<file path="src/include/rfs_pkg.sv">
package rfs_pkg;

	// register offsets
	localparam logic [7:0] RFS_LINREG_IRQ_FLAGS_ADDR = 8'h1C;
	localparam logic [7:0] RFS_TOP_MONITOR_STATUS_ADDR = 8'h1D;
	localparam logic [7:0] RFS_BUCK_STATUS_ADDR = 8'h1E;

	// flag reset value and unmapped-address read value
	localparam logic [7:0] RFS_LINREG_IRQ_FLAGS_RESET = 8'h00;
	localparam logic [7:0] RFS_UNMAPPED_READ = 8'h00;

	// linreg_irq_flags fields
	localparam int RFS_LINREG1_POWER_GOOD_BIT = 6;
	localparam int RFS_LINREG1_SHORT_BIT = 5;
	localparam int RFS_LINREG1_CURRENT_LIMIT_BIT = 4;
	localparam int RFS_LINREG0_POWER_GOOD_BIT = 2;
	localparam int RFS_LINREG0_SHORT_BIT = 1;
	localparam int RFS_LINREG0_CURRENT_LIMIT_BIT = 0;
	localparam int RFS_LINREG_STRIDE = 4;
	localparam logic [7:0] RFS_LINREG_FLAGS_USED = 8'h77;

	// top_monitor_status fields
	localparam int RFS_POWER_GOOD_PIN_BIT = 7;
	localparam int RFS_SYNC_CLOCK_BIT = 4;
	localparam int RFS_THERMAL_SHUTDOWN_BIT = 3;
	localparam int RFS_THERMAL_WARNING_BIT = 2;
	localparam int RFS_INPUT_OVERVOLTAGE_BIT = 1;

	// buck_status fields
	localparam int RFS_CONVERTER1_ENABLED_BIT = 7;
	localparam int RFS_CONVERTER1_INVALID_BIT = 6;
	localparam int RFS_CONVERTER1_ILIM_BIT = 4;
	localparam int RFS_CONVERTER0_ENABLED_BIT = 3;
	localparam int RFS_CONVERTER0_INVALID_BIT = 2;
	localparam int RFS_CONVERTER0_ILIM_BIT = 0;

	// short-circuit qualification time
	localparam int RFS_CLOCK_MHZ = 250;
	localparam int RFS_SHORT_TIME_US = 1000;
	localparam int RFS_SHORT_CYCLES = RFS_SHORT_TIME_US * RFS_CLOCK_MHZ;

	// raw monitor levels from the analog side
	typedef struct packed {
		logic power_good_pin;
		logic sync_clock_invalid;
		logic thermal_shutdown;
		logic thermal_warning;
		logic input_overvoltage;
		logic converter1_enabled;
		logic converter1_output_invalid;
		logic converter1_current_limit;
		logic converter0_enabled;
		logic converter0_output_invalid;
		logic converter0_current_limit;
		logic [1:0] linreg_output_invalid;
		logic [1:0] linreg_current_limit;
		logic [1:0] linreg_below_short;
	} rfs_monitor_type;

	// register access from the serial port logic
	typedef struct packed {
		logic wr_en;
		logic rd_en;
		logic [7:0] addr;
		logic [7:0] wdata;
	} rfs_reg_req_type;

endpackage
</file>
<file path="src/hw/rfs_regs.sv">
// Behaviour
// - flag bit 6 set on a power-good event of linear regulator one.
// - flag bit 5 latched when regulator one output stays below short level over 1 ms.
// - flag bit 4 latched whenever regulator one current limit is active.
// - flag bit 2 set on a power-good event of linear regulator zero.
// - flag bit 1 latched when regulator zero output stays below short level over 1 ms.
// - flag bit 0 latched whenever regulator zero current limit is active.
// - writing one clears a flag; flags reset to zero; bits 7 and 3 reserved.
// - top status bit 7 reads the power-good pin level.
// - top status bit 4 reads one while the external sync clock is invalid.
// - top status bit 3 reads the thermal shutdown comparator.
// - top status bit 2 reads the thermal warning comparator.
// - top status bit 1 reads the input overvoltage comparator.
// - buck status bit 7 reads converter one enabled.
// - buck status bit 6 reads converter one output invalid.
// - buck status bit 4 reads converter one current limit active.
// - buck status bit 3 reads converter zero enabled.
// - summary flag set while any regulator flag pends, clears when all clear.
// - buck status bit 2 converter zero invalid, bit 0 its current limit.
`timescale 1ns/1ns
module rfs_regs
	import rfs_pkg::*;
#(
	parameter int SHORT_CYCLES = rfs_pkg::RFS_SHORT_CYCLES
) (
	input wire logic clock, // 250 MHz
	input wire logic rst, // sync reset, active high
	input wire logic ce, // clock enable, freezes all state when low
	input wire rfs_pkg::rfs_monitor_type monitors, // raw analog monitor levels
	input wire rfs_pkg::rfs_reg_req_type reg_req, // register access request
	output logic [7:0] rd_data, // read data, registered
	output logic rd_valid, // one-cycle pulse with rd_data
	output logic linreg_summary_flag // any regulator flag pending
);
	import rfs_pkg::*;

	// monitors are asynchronous comparator outputs
	rfs_monitor_type mon_meta;
	rfs_monitor_type mon_s;
	logic [1:0] invalid_prev;
	logic [7:0] linreg_irq_flags;

	always_ff @(posedge clock) begin
		if (rst) begin
			mon_meta <= '0;
			mon_s <= '0;
		end else if (ce) begin
			mon_meta <= monitors;
			mon_s <= mon_meta;
		end
	end

	// per-regulator event detection
	wire [2:0] lr_set [2];
	wire [1:0] short_hit;
	wire [1:0] pg_event;

	genvar gi;
	generate
		for (gi = 0; gi < 2; gi++) begin : g_linreg
			rfs_short_timer #(
				.CYCLES(SHORT_CYCLES)
			) u_short (
				.clock(clock),
				.rst(rst),
				.ce(ce),
				.below(mon_s.linreg_below_short[gi]),
				.expired(short_hit[gi])
			);
			assign pg_event[gi] = mon_s.linreg_output_invalid[gi] != invalid_prev[gi];
			assign lr_set[gi] = {pg_event[gi], short_hit[gi], mon_s.linreg_current_limit[gi]};
		end
	endgenerate

	always_ff @(posedge clock) begin
		if (rst) begin
			invalid_prev <= '0;
		end else if (ce) begin
			invalid_prev <= mon_s.linreg_output_invalid;
		end
	end

	wire [7:0] flag_set = {1'h0, lr_set[1], 1'h0, lr_set[0]};

	wire hit_flags = reg_req.addr == RFS_LINREG_IRQ_FLAGS_ADDR;
	wire hit_top = reg_req.addr == RFS_TOP_MONITOR_STATUS_ADDR;
	wire hit_buck = reg_req.addr == RFS_BUCK_STATUS_ADDR;
	wire wr_flags = reg_req.wr_en && hit_flags;

	wire [7:0] flag_clear = wr_flags ? (reg_req.wdata & RFS_LINREG_FLAGS_USED) : 8'h00;
	wire [7:0] next_flags = (linreg_irq_flags & ~flag_clear) | flag_set;

	always_ff @(posedge clock) begin
		if (rst) begin
			linreg_irq_flags <= RFS_LINREG_IRQ_FLAGS_RESET;
			linreg_summary_flag <= 1'h0;
		end else if (ce) begin
			linreg_irq_flags <= next_flags;
			linreg_summary_flag <= |next_flags;
		end
	end

	wire [7:0] top_monitor_status = {
		mon_s.power_good_pin, 2'h0, mon_s.sync_clock_invalid,
		mon_s.thermal_shutdown, mon_s.thermal_warning, mon_s.input_overvoltage, 1'h0};

	wire [7:0] buck_status = {
		mon_s.converter1_enabled, mon_s.converter1_output_invalid, 1'h0,
		mon_s.converter1_current_limit, mon_s.converter0_enabled,
		mon_s.converter0_output_invalid, 1'h0, mon_s.converter0_current_limit};

	wire [7:0] rd_mux = hit_flags ? linreg_irq_flags :
		hit_top ? top_monitor_status :
		hit_buck ? buck_status : RFS_UNMAPPED_READ;

	// flags read the pre-clear value when a read and clear share a cycle
	always_ff @(posedge clock) begin
		if (rst) begin
			rd_data <= 8'h00;
			rd_valid <= 1'h0;
		end else if (ce) begin
			rd_valid <= reg_req.rd_en;
			if (reg_req.rd_en) begin
				rd_data <= rd_mux;
			end
		end
	end

	// checker-only run length of each low output, kept apart from the timer it checks
	int below_run [2];

	generate
		for (gi = 0; gi < 2; gi++) begin : g_run
			always_ff @(posedge clock) begin
				if (rst) begin
					below_run[gi] <= 0;
				end else if (ce) begin
					below_run[gi] <= !mon_s.linreg_below_short[gi] ? 0 :
						(below_run[gi] > SHORT_CYCLES) ? below_run[gi] : below_run[gi] + 1;
				end
			end
		end
	endgenerate
endmodule // rfs_regs

</file>
<file path="src/hw/rfs_short_timer.sv">
`timescale 1ns/1ns
module rfs_short_timer #(
	parameter int CYCLES = rfs_pkg::RFS_SHORT_CYCLES
) (
	input wire logic clock, // 250 MHz
	input wire logic rst, // sync reset, active high
	input wire logic ce, // clock enable
	input wire logic below, // output below short threshold
	output logic expired // below held longer than CYCLES
);
	localparam int CW = $clog2(CYCLES + 1);
	localparam logic [CW-1:0] LIMIT = CW'(CYCLES);

	logic [CW-1:0] count;
	wire at_limit = (count == LIMIT);

	// saturating so a long short keeps expired high without wrapping
	always_ff @(posedge clock) begin
		if (rst) begin
			count <= '0;
			expired <= 1'h0;
		end else if (ce) begin
			count <= below ? (at_limit ? count : count + 1'h1) : '0;
			expired <= below && at_limit;
		end
	end
endmodule // rfs_short_timer

</file>
<file path="config.mk">
export PLATFORM = sky130hd
export DESIGN_NAME = rfs_regs
export DESIGN_NICKNAME = d
export VERILOG_FILES = /design/src/include/rfs_pkg.sv /design/src/hw/rfs_regs.sv /design/src/hw/rfs_short_timer.sv
export SDC_FILE = /design/constraint.sdc
export NUM_CORES = 1
export LEC_CHECK = 0
export BUFFER_PORTS_ARGS = -buffer_cell sky130_fd_sc_hd__buf_2
export CELL_PAD_IN_SITES_DETAIL_PLACEMENT = 2
export CELL_PAD_IN_SITES_GLOBAL_PLACEMENT = 2
export CORE_ASPECT_RATIO = 1.5
export CORE_MARGIN = 2
export CORE_UTILIZATION = 36
export DETAILED_ROUTE_END_ITERATION = 8
export GPL_ROUTABILITY_DRIVEN = 0
export PLACE_DENSITY = 0.77
export SLEW_MARGIN = 20
export SYNTH_ARGS = -nofsm -noshare
export SYNTH_HDL_FRONTEND = slang
export SYNTH_HIERARCHICAL = 1
export SYNTH_SLANG_ARGS = --single-unit
</file>
<file path="constraint.sdc">
create_clock -name clock -period 2.2 [get_ports clock]
set_input_delay 0.33 -clock clock [delete_from_list [all_inputs] [get_ports clock]]
set_output_delay 0.33 -clock clock [all_outputs]
set_load 0.01 [all_outputs]
</file>
==> metrics.cfg, run 1 <==
[run_status]
status = complete, no violations

[timing]
drv_slew = 0
final.period_utilization_pct = 91.76
relSlewSlack_pct = 52.59
max_freq_ghz = 0.4954
fin_skew_ns = 0.01203
fin_crit_ns = 2.019
finalHoldViolations = 0
finalSetupViolCount = 0
finalWorstSetupSlack_ns = 0.1813
worst_slew_pin_slew_ns = 0.7112
tns_ns = 0
rsz0062_at_grt = false
hold_slack_ns = 0.2213

[power]
seqPwrFrac_pct = 45.6
max-vdd-ir-drop_mv = 0.4175
combinationalPowerShare_pct = 7.5
p_leak_uw = 0.001944
pwr-share-clk_pct = 46.9
p_per_area_nw_per_um2 = 711.8
p_int_uw = 2780
switchingPower_uw = 926.6
switching_share_pct = 25.00

[clock_tree]
htreeDepth = 3
postCtsSetupBuffers = 0
cts_made_buffers = 9
cts_sinks = 90
insertion_delay_ns = 0.36
ctsResizeCount = 0
clkSlewWorstSetupHoldPaths_ns = 0.07
clock_path_buffers = 2
tritoncts = yes
cts_root_buffer = clkbuf_16
hold_buffers = 0

[global_routing]
antenna_found_initial = 0
overflow = 0
grt_pass1_wl_um = 22510
grt_pass1_vias = 4471
track_usage_pct = 21.61
grt_max_degree = 52

[die]
die_h_um = 140.7
ios = 48
start_util_pct = 36.41
rows = 50
fp.coreArea_um2 = 12320
fp.dieW_um = 95.16
die_area_um2 = 13390

[placed_design]
dp_slack_ns = 0.1591
portBuffers = 45
placed_cell_area_um2 = 4876
dp_hpwl_um = 9670

[worst_setup_path]
cp-end-kind = flip-flop
cp_slowest_cell = a21boi_4
start_kind = flip-flop
crit_type = flip-flop to flip-flop
rr_worst_depth = 6
crit_chain = inv_1 > ha_1 > and4_1 > a21boi_4 > nand2_4 > o41ai_1
cp_data_arrival_time_ns = 2.27
crit_required_ns = 2.45
slowest_delay_ns = 0.46
critPathMaxFanout = 14

[logic_synthesis]
syn_avg_cell_area_um2 = 8.974
ys_ff_latch = 90
ys_async_sr_fraction_pct = 0
synth_edf_count = 0
synth_area_um2 = 4487
syn-instance-count = 500
synth_top_area_share_pct = 40.16
syn_nets = 542
synth_top_area_cell = dfxtp_1
ys.flop_type = dfxtp_1
ys_top_cells_by_area = dfxtp_1 40%, mux2i_1 9.1%, nor2_1 4.1%, nand2_1 3.8%, a21oi_1 3.1%
ys_types = 53
ys_seq_area_share_pct = 40.16
yosys_warnings = 6

[cells_and_area]
fin_nets = 584
synthToLayoutAreaGrowth_pct = 16.06
diodes = 0
drive_above_1_share_pct = 18.83
stdcell_area_um2 = 5207
layout_commonest_cell = dfxtp_1
postLayoutCoreUtil_pct = 42.25
final_cell_mix = 90 x dfxtp_1, 49 x nor2_1, 46 x nand2_1, 44 x buf_2, 41 x mux2i_1

[drt]
ant_nets = 0
drt-pass1-iter-count = 4
avgRoutedWirePerCell_um = 19.55
first_iter_violations = 113
num_vias = 3974
vias_per_cell = 5.653
drt-total-wl_um = 13740
drc_errors = 0

[worst_hold_path]
hold_path_class = input port to flip-flop
hold_depth = 3

[job]
maxCapViolations = 0

==> stage by stage <==
step                instances  power [µW]
floorplan                 500        1894
global placement          687        1987
detailed placement        687        2004
CTS                       703        3743
global route              703        3848
finish                    703        3707
==> worst max-delay path: cells and delay by family, from the launching register on <==
family                     cells  cell delay, ns
adders and majority gates      1            0.20
and+or+nand+nor                2            0.43
DFF                            1            0.40
buffers and inverters          1            0.07
AOI/OAI and AO/OA              2            0.81
==> cells in the mapped netlist (3+ instances only) <==
cell,n
a211o_1,14
a21boi_0,4
a21oi_1,28
a2bb2oi_1,6
a31oi_1,4
a32o_1,4
a41oi_1,4
and3_1,4
and4_1,6
buf_2,6
clkbuf_1,17
dfxtp_1,90
ha_1,4
inv_1,26
mux2i_1,41
nand2_1,46
nand2b_1,13
nand3_1,15
nand3b_1,4
nand4_1,14
nor2_1,49
nor2b_1,6
nor3_1,4
nor4_1,5
nor4_2,4
o21ai_0,14
o2bb2ai_1,4
o41ai_1,8
o41ai_2,6
or3_1,7
or3_2,4
or4_1,3
or4b_1,4
==> path summary, 6_finish.rpt <==
kind | startpoint | to | slack, ns
max | g_linreg[1].u_short/count[0]$_SDFFE_PP0P_ | g_linreg[1].u_short/count[8]$_SDFFE_PP0P_ | 0.18
min | monitors[2] | mon_meta[2]$_SDFFE_PP0P_ | 0.22
max reg2reg | g_linreg[1].u_short/count[0]$_SDFFE_PP0P_ | g_linreg[1].u_short/count[8]$_SDFFE_PP0P_ | 0.18
min reg2reg | rd_data[2]$_SDFFE_PP0P_ | rd_data[2]$_SDFFE_PP0P_ | 0.46
==> routing by layer <==
| metal | part of all wire [%] | wire length (µm) | vias up | track usage (%) |
|---|---|---|---|---|
| li1 | - | - | 1905 | - |
| met5 | 0 | 0 | - | 0 |
| met2 | 56 | 7753 | 50 | 41.33 |
| met1 | 39 | 5365 | 1999 | 22.62 |
| met4 | 1.8 | 248 | 0 | 7.780 |
| met3 | 2.7 | 377 | 20 | 4.169 |
==> flip-flops by register name (all words and copies together), names as in the netlist <==
register                  flops
g_linreg.u_short/count       36
mon_meta                     17
mon_s                         9
rd_data                       8
buck_status                   6
linreg_irq_flags              6
flag_set                      2
g_linreg.u_short/expired      2
invalid_prev                  2
linreg_summary_flag           1
rd_valid                      1
==> power groups by stage <==
stage | clock network (µW) | registers, µW | logic (µW)
2_1_floorplan | 0 | 1720 | 175
3_3_place_gp | 0 | 1730 | 262
3_5_place_dp | 0 | 1730 | 276
4_1_cts | 1770 | 1690 | 282
5_1_grt | 1850 | 1690 | 305
6_report | 1740 | 1690 | 277
==> cells by family (layout without fill, tap and decap cells) <==
logic type               count (synthesis)  in the layout  synth area share, %
AND/OR/NAND/NOR                        203            203                25.57
AO/OA/AOI/OAI                          107            107                18.52
flip-flops                              90             90                40.16
buffers and inverters                   53            100                5.103
multiplexers                            41             41                9.147
adder cells (fa/ha/maj)                  4              4                1.115
XOR/XNOR                                 2              2               0.3905
==> layout make-up <==
cell class                 instances  area, µm²
clock inverter                     7      100.1
inverter                          26      97.59
timing repair buffer              58      325.3
fill                            1369       7117
clock buffer                       9      225.2
tap                              156      195.2
multi-input combinational        357       2462
sequential                        90       1802
(Power assumes the default switching activity.)
==> run 2: changes to the inputs <==
Settings changed: CORE_MARGIN 2 to 8.
==> metrics.cfg, run 2 (synthesis gave the netlist of run 1 again) <==
[run_status]
status = complete, no violations

[worst_setup_path]
rr_startpoint = g_linreg[1].u_short/count[0]$_SDFFE_PP0P_
r2r_slack_ns = 0.20  ; +0.02 ns
start_kind = flip-flop
crit_start = g_linreg[1].u_short/count[0]$_SDFFE_PP0P_
cp-end-kind = flip-flop
crit_end = g_linreg[1].u_short/count[11]$_SDFFE_PP0P_
cp_data_arrival_time_ns = 2.26  ; about the same
crit_type = flip-flop to flip-flop
crit_required_ns = 2.46  ; about the same
critPathMaxFanout = 6  ; -8
rr_worst_depth = 6  ; unchanged
r2r_end = g_linreg[1].u_short/count[11]$_SDFFE_PP0P_

[cells_and_area]
synthToLayoutAreaGrowth_pct = 16.40
fin_nets = 582  ; -0.34%
drive_above_1_share_pct = 18.35  ; -0.48 points
final_cell_mix = 90 x dfxtp_1, 49 x nor2_1, 46 x nand2_1, 44 x buf_2, 41 x mux2i_1
top_regs = g_linreg.u_short/count: 36 flops, mon_meta: 17 flops, mon_s: 9 flops
diodes = 0  ; unchanged
regMostFlops = g_linreg.u_short/count
layout_commonest_cell = dfxtp_1
largest_reg_flops = 36  ; unchanged

[clock_tree]
hold_buffers = 0  ; unchanged
tritoncts = yes
insertion_delay_ns = 0.35  ; about the same
clkSlewWorstSetupHoldPaths_ns = 0.07  ; about the same
ctsResizeCount = 0  ; unchanged
cts_sinks = 90  ; unchanged
cts_root_buffer = clkbuf_16
clock_path_buffers = 2  ; unchanged
postCtsSetupBuffers = 0  ; unchanged
htreeDepth = 3  ; unchanged
cts_made_buffers = 9  ; unchanged

[power]
p_leak_uw = 0.001943  ; about the same
p_per_area_nw_per_um2 = 726.3  ; +2.0%
max-vdd-ir-drop_mv = 0.4007  ; -4.0%

[global_routing]
grt_pass1_vias = 4382  ; -2.0%
grt_pass1_wl_um = 22910  ; +1.8%
overflow = 0  ; unchanged
track_usage_pct = 17.28  ; -4.3 points
grt_max_degree = 57  ; +9.6%
antenna_found_initial = 0  ; unchanged

[drt]
avgRoutedWirePerCell_um = 19.38  ; -0.86%
num_vias = 3911  ; -1.6%
drt-total-wl_um = 13590  ; -1.1%
first_iter_violations = 131  ; +16%
vias_per_cell = 5.579  ; -1.3%
ant_nets = 0  ; unchanged
drc_errors = 0  ; unchanged
drt-pass1-iter-count = 4  ; unchanged

[job]
maxCapViolations = 0  ; unchanged

[die]
die_h_um = 152.7  ; +8.5%
ios = 48  ; unchanged
rows = 50  ; unchanged
fp.dieW_um = 107.2  ; +13%
die_area_um2 = 16370  ; +22%
start_util_pct = 36.41  ; unchanged
fp.coreArea_um2 = 12320  ; unchanged

[timing]
fin_crit_ns = 2.004  ; -0.01508 ns
finalSetupViolCount = 0  ; unchanged
fin_skew_ns = 0.007938  ; -0.004087 ns
relSlewSlack_pct = 57.89  ; +5.3 points
finalWorstSetupSlack_ns = 0.1964  ; +0.01508 ns
worst_slew_pin_slew_ns = 0.6316  ; -0.07963 ns
max_freq_ghz = 0.4991  ; +0.75%
final.period_utilization_pct = 91.07  ; -0.69 points
finalHoldViolations = 0  ; unchanged
tns_ns = 0  ; unchanged
drv_slew = 0  ; unchanged
rsz0062_at_grt = false

[placed_design]
dp_hpwl_um = 9725  ; +0.58%
dp_slack_ns = 0.2741  ; +0.1150 ns
portBuffers = 45  ; unchanged

[worst_hold_path]
min_from = monitors[16]
hold_path_class = input port to flip-flop

## run 2: how the worst min path moves through the flow
stage                                                       endpoint  slack, ns  cells after the start
after floorplan           g_linreg[0].u_short/count[11]$_SDFFE_PP0P_       0.45                      2
after global placement                       rd_data[2]$_SDFFE_PP0P_       0.44                      2
after detailed placement                     rd_data[4]$_SDFFE_PP0P_       0.45                      2
after CTS                                  mon_meta[16]$_SDFFE_PP0P_       0.21                      3
after global routing                        mon_meta[4]$_SDFFE_PP0P_       0.24                      3
final                                      mon_meta[16]$_SDFFE_PP0P_       0.22                      3
## run 2: metal layers
layer | track usage, % | up-vias | wire length, µm
li1 | - | 1905 | -
met1 | 18.14 | 1955 | 5411
met2 | 32.90 | 42 | 7656
met3 | 3.387 | 9 | 380
met4 | 5.051 | 0 | 138
met5 | 0 | - | 0
## run 2: power breakdown
| part | total, µW | internal [µW] | switching, µW |
|---|---|---|---|
| registers | 1690 | 1670 | 24.6 |
| logic | 272 | 107 | 165 |
| clock network | 1830 | 1120 | 707 |
## run 2: through the flow
step	area [µm²]	instances	util (%)	hold WS [ns]	total power, µW
6_report	5223	701	42.38	0.2207	3793
2_1_floorplan	4487	500	-	0.4528	1894
5_1_grt	5223	701	42.38	0.2370	3933
3_3_place_gp	4873	685	39.54	0.4371	1990
3_5_place_dp	4873	685	39.54	0.4503	2003
4_1_cts	5223	701	42.38	0.2099	3851
## run 2: worst max-delay path, cell delays in order (launching register included)
cell	delay (ns)
dfxtp_1	0.40
inv_1	0.08
ha_1	0.19
and4_1	0.26
a21oi_1	0.55
nand3b_1	0.22
a21oi_1	0.23
## run 2: area by class of cell
cell class | instances | area [µm²]
Clock buffer | 9 | 225.2
Clock inverter | 7 | 123.9
Fill cell | 1387 | 7102
Inverter | 26 | 97.59
Multi-Input combinational cell | 357 | 2456
Sequential cell | 90 | 1802
Tap cell | 156 | 195.2
Timing Repair Buffer | 56 | 322.8
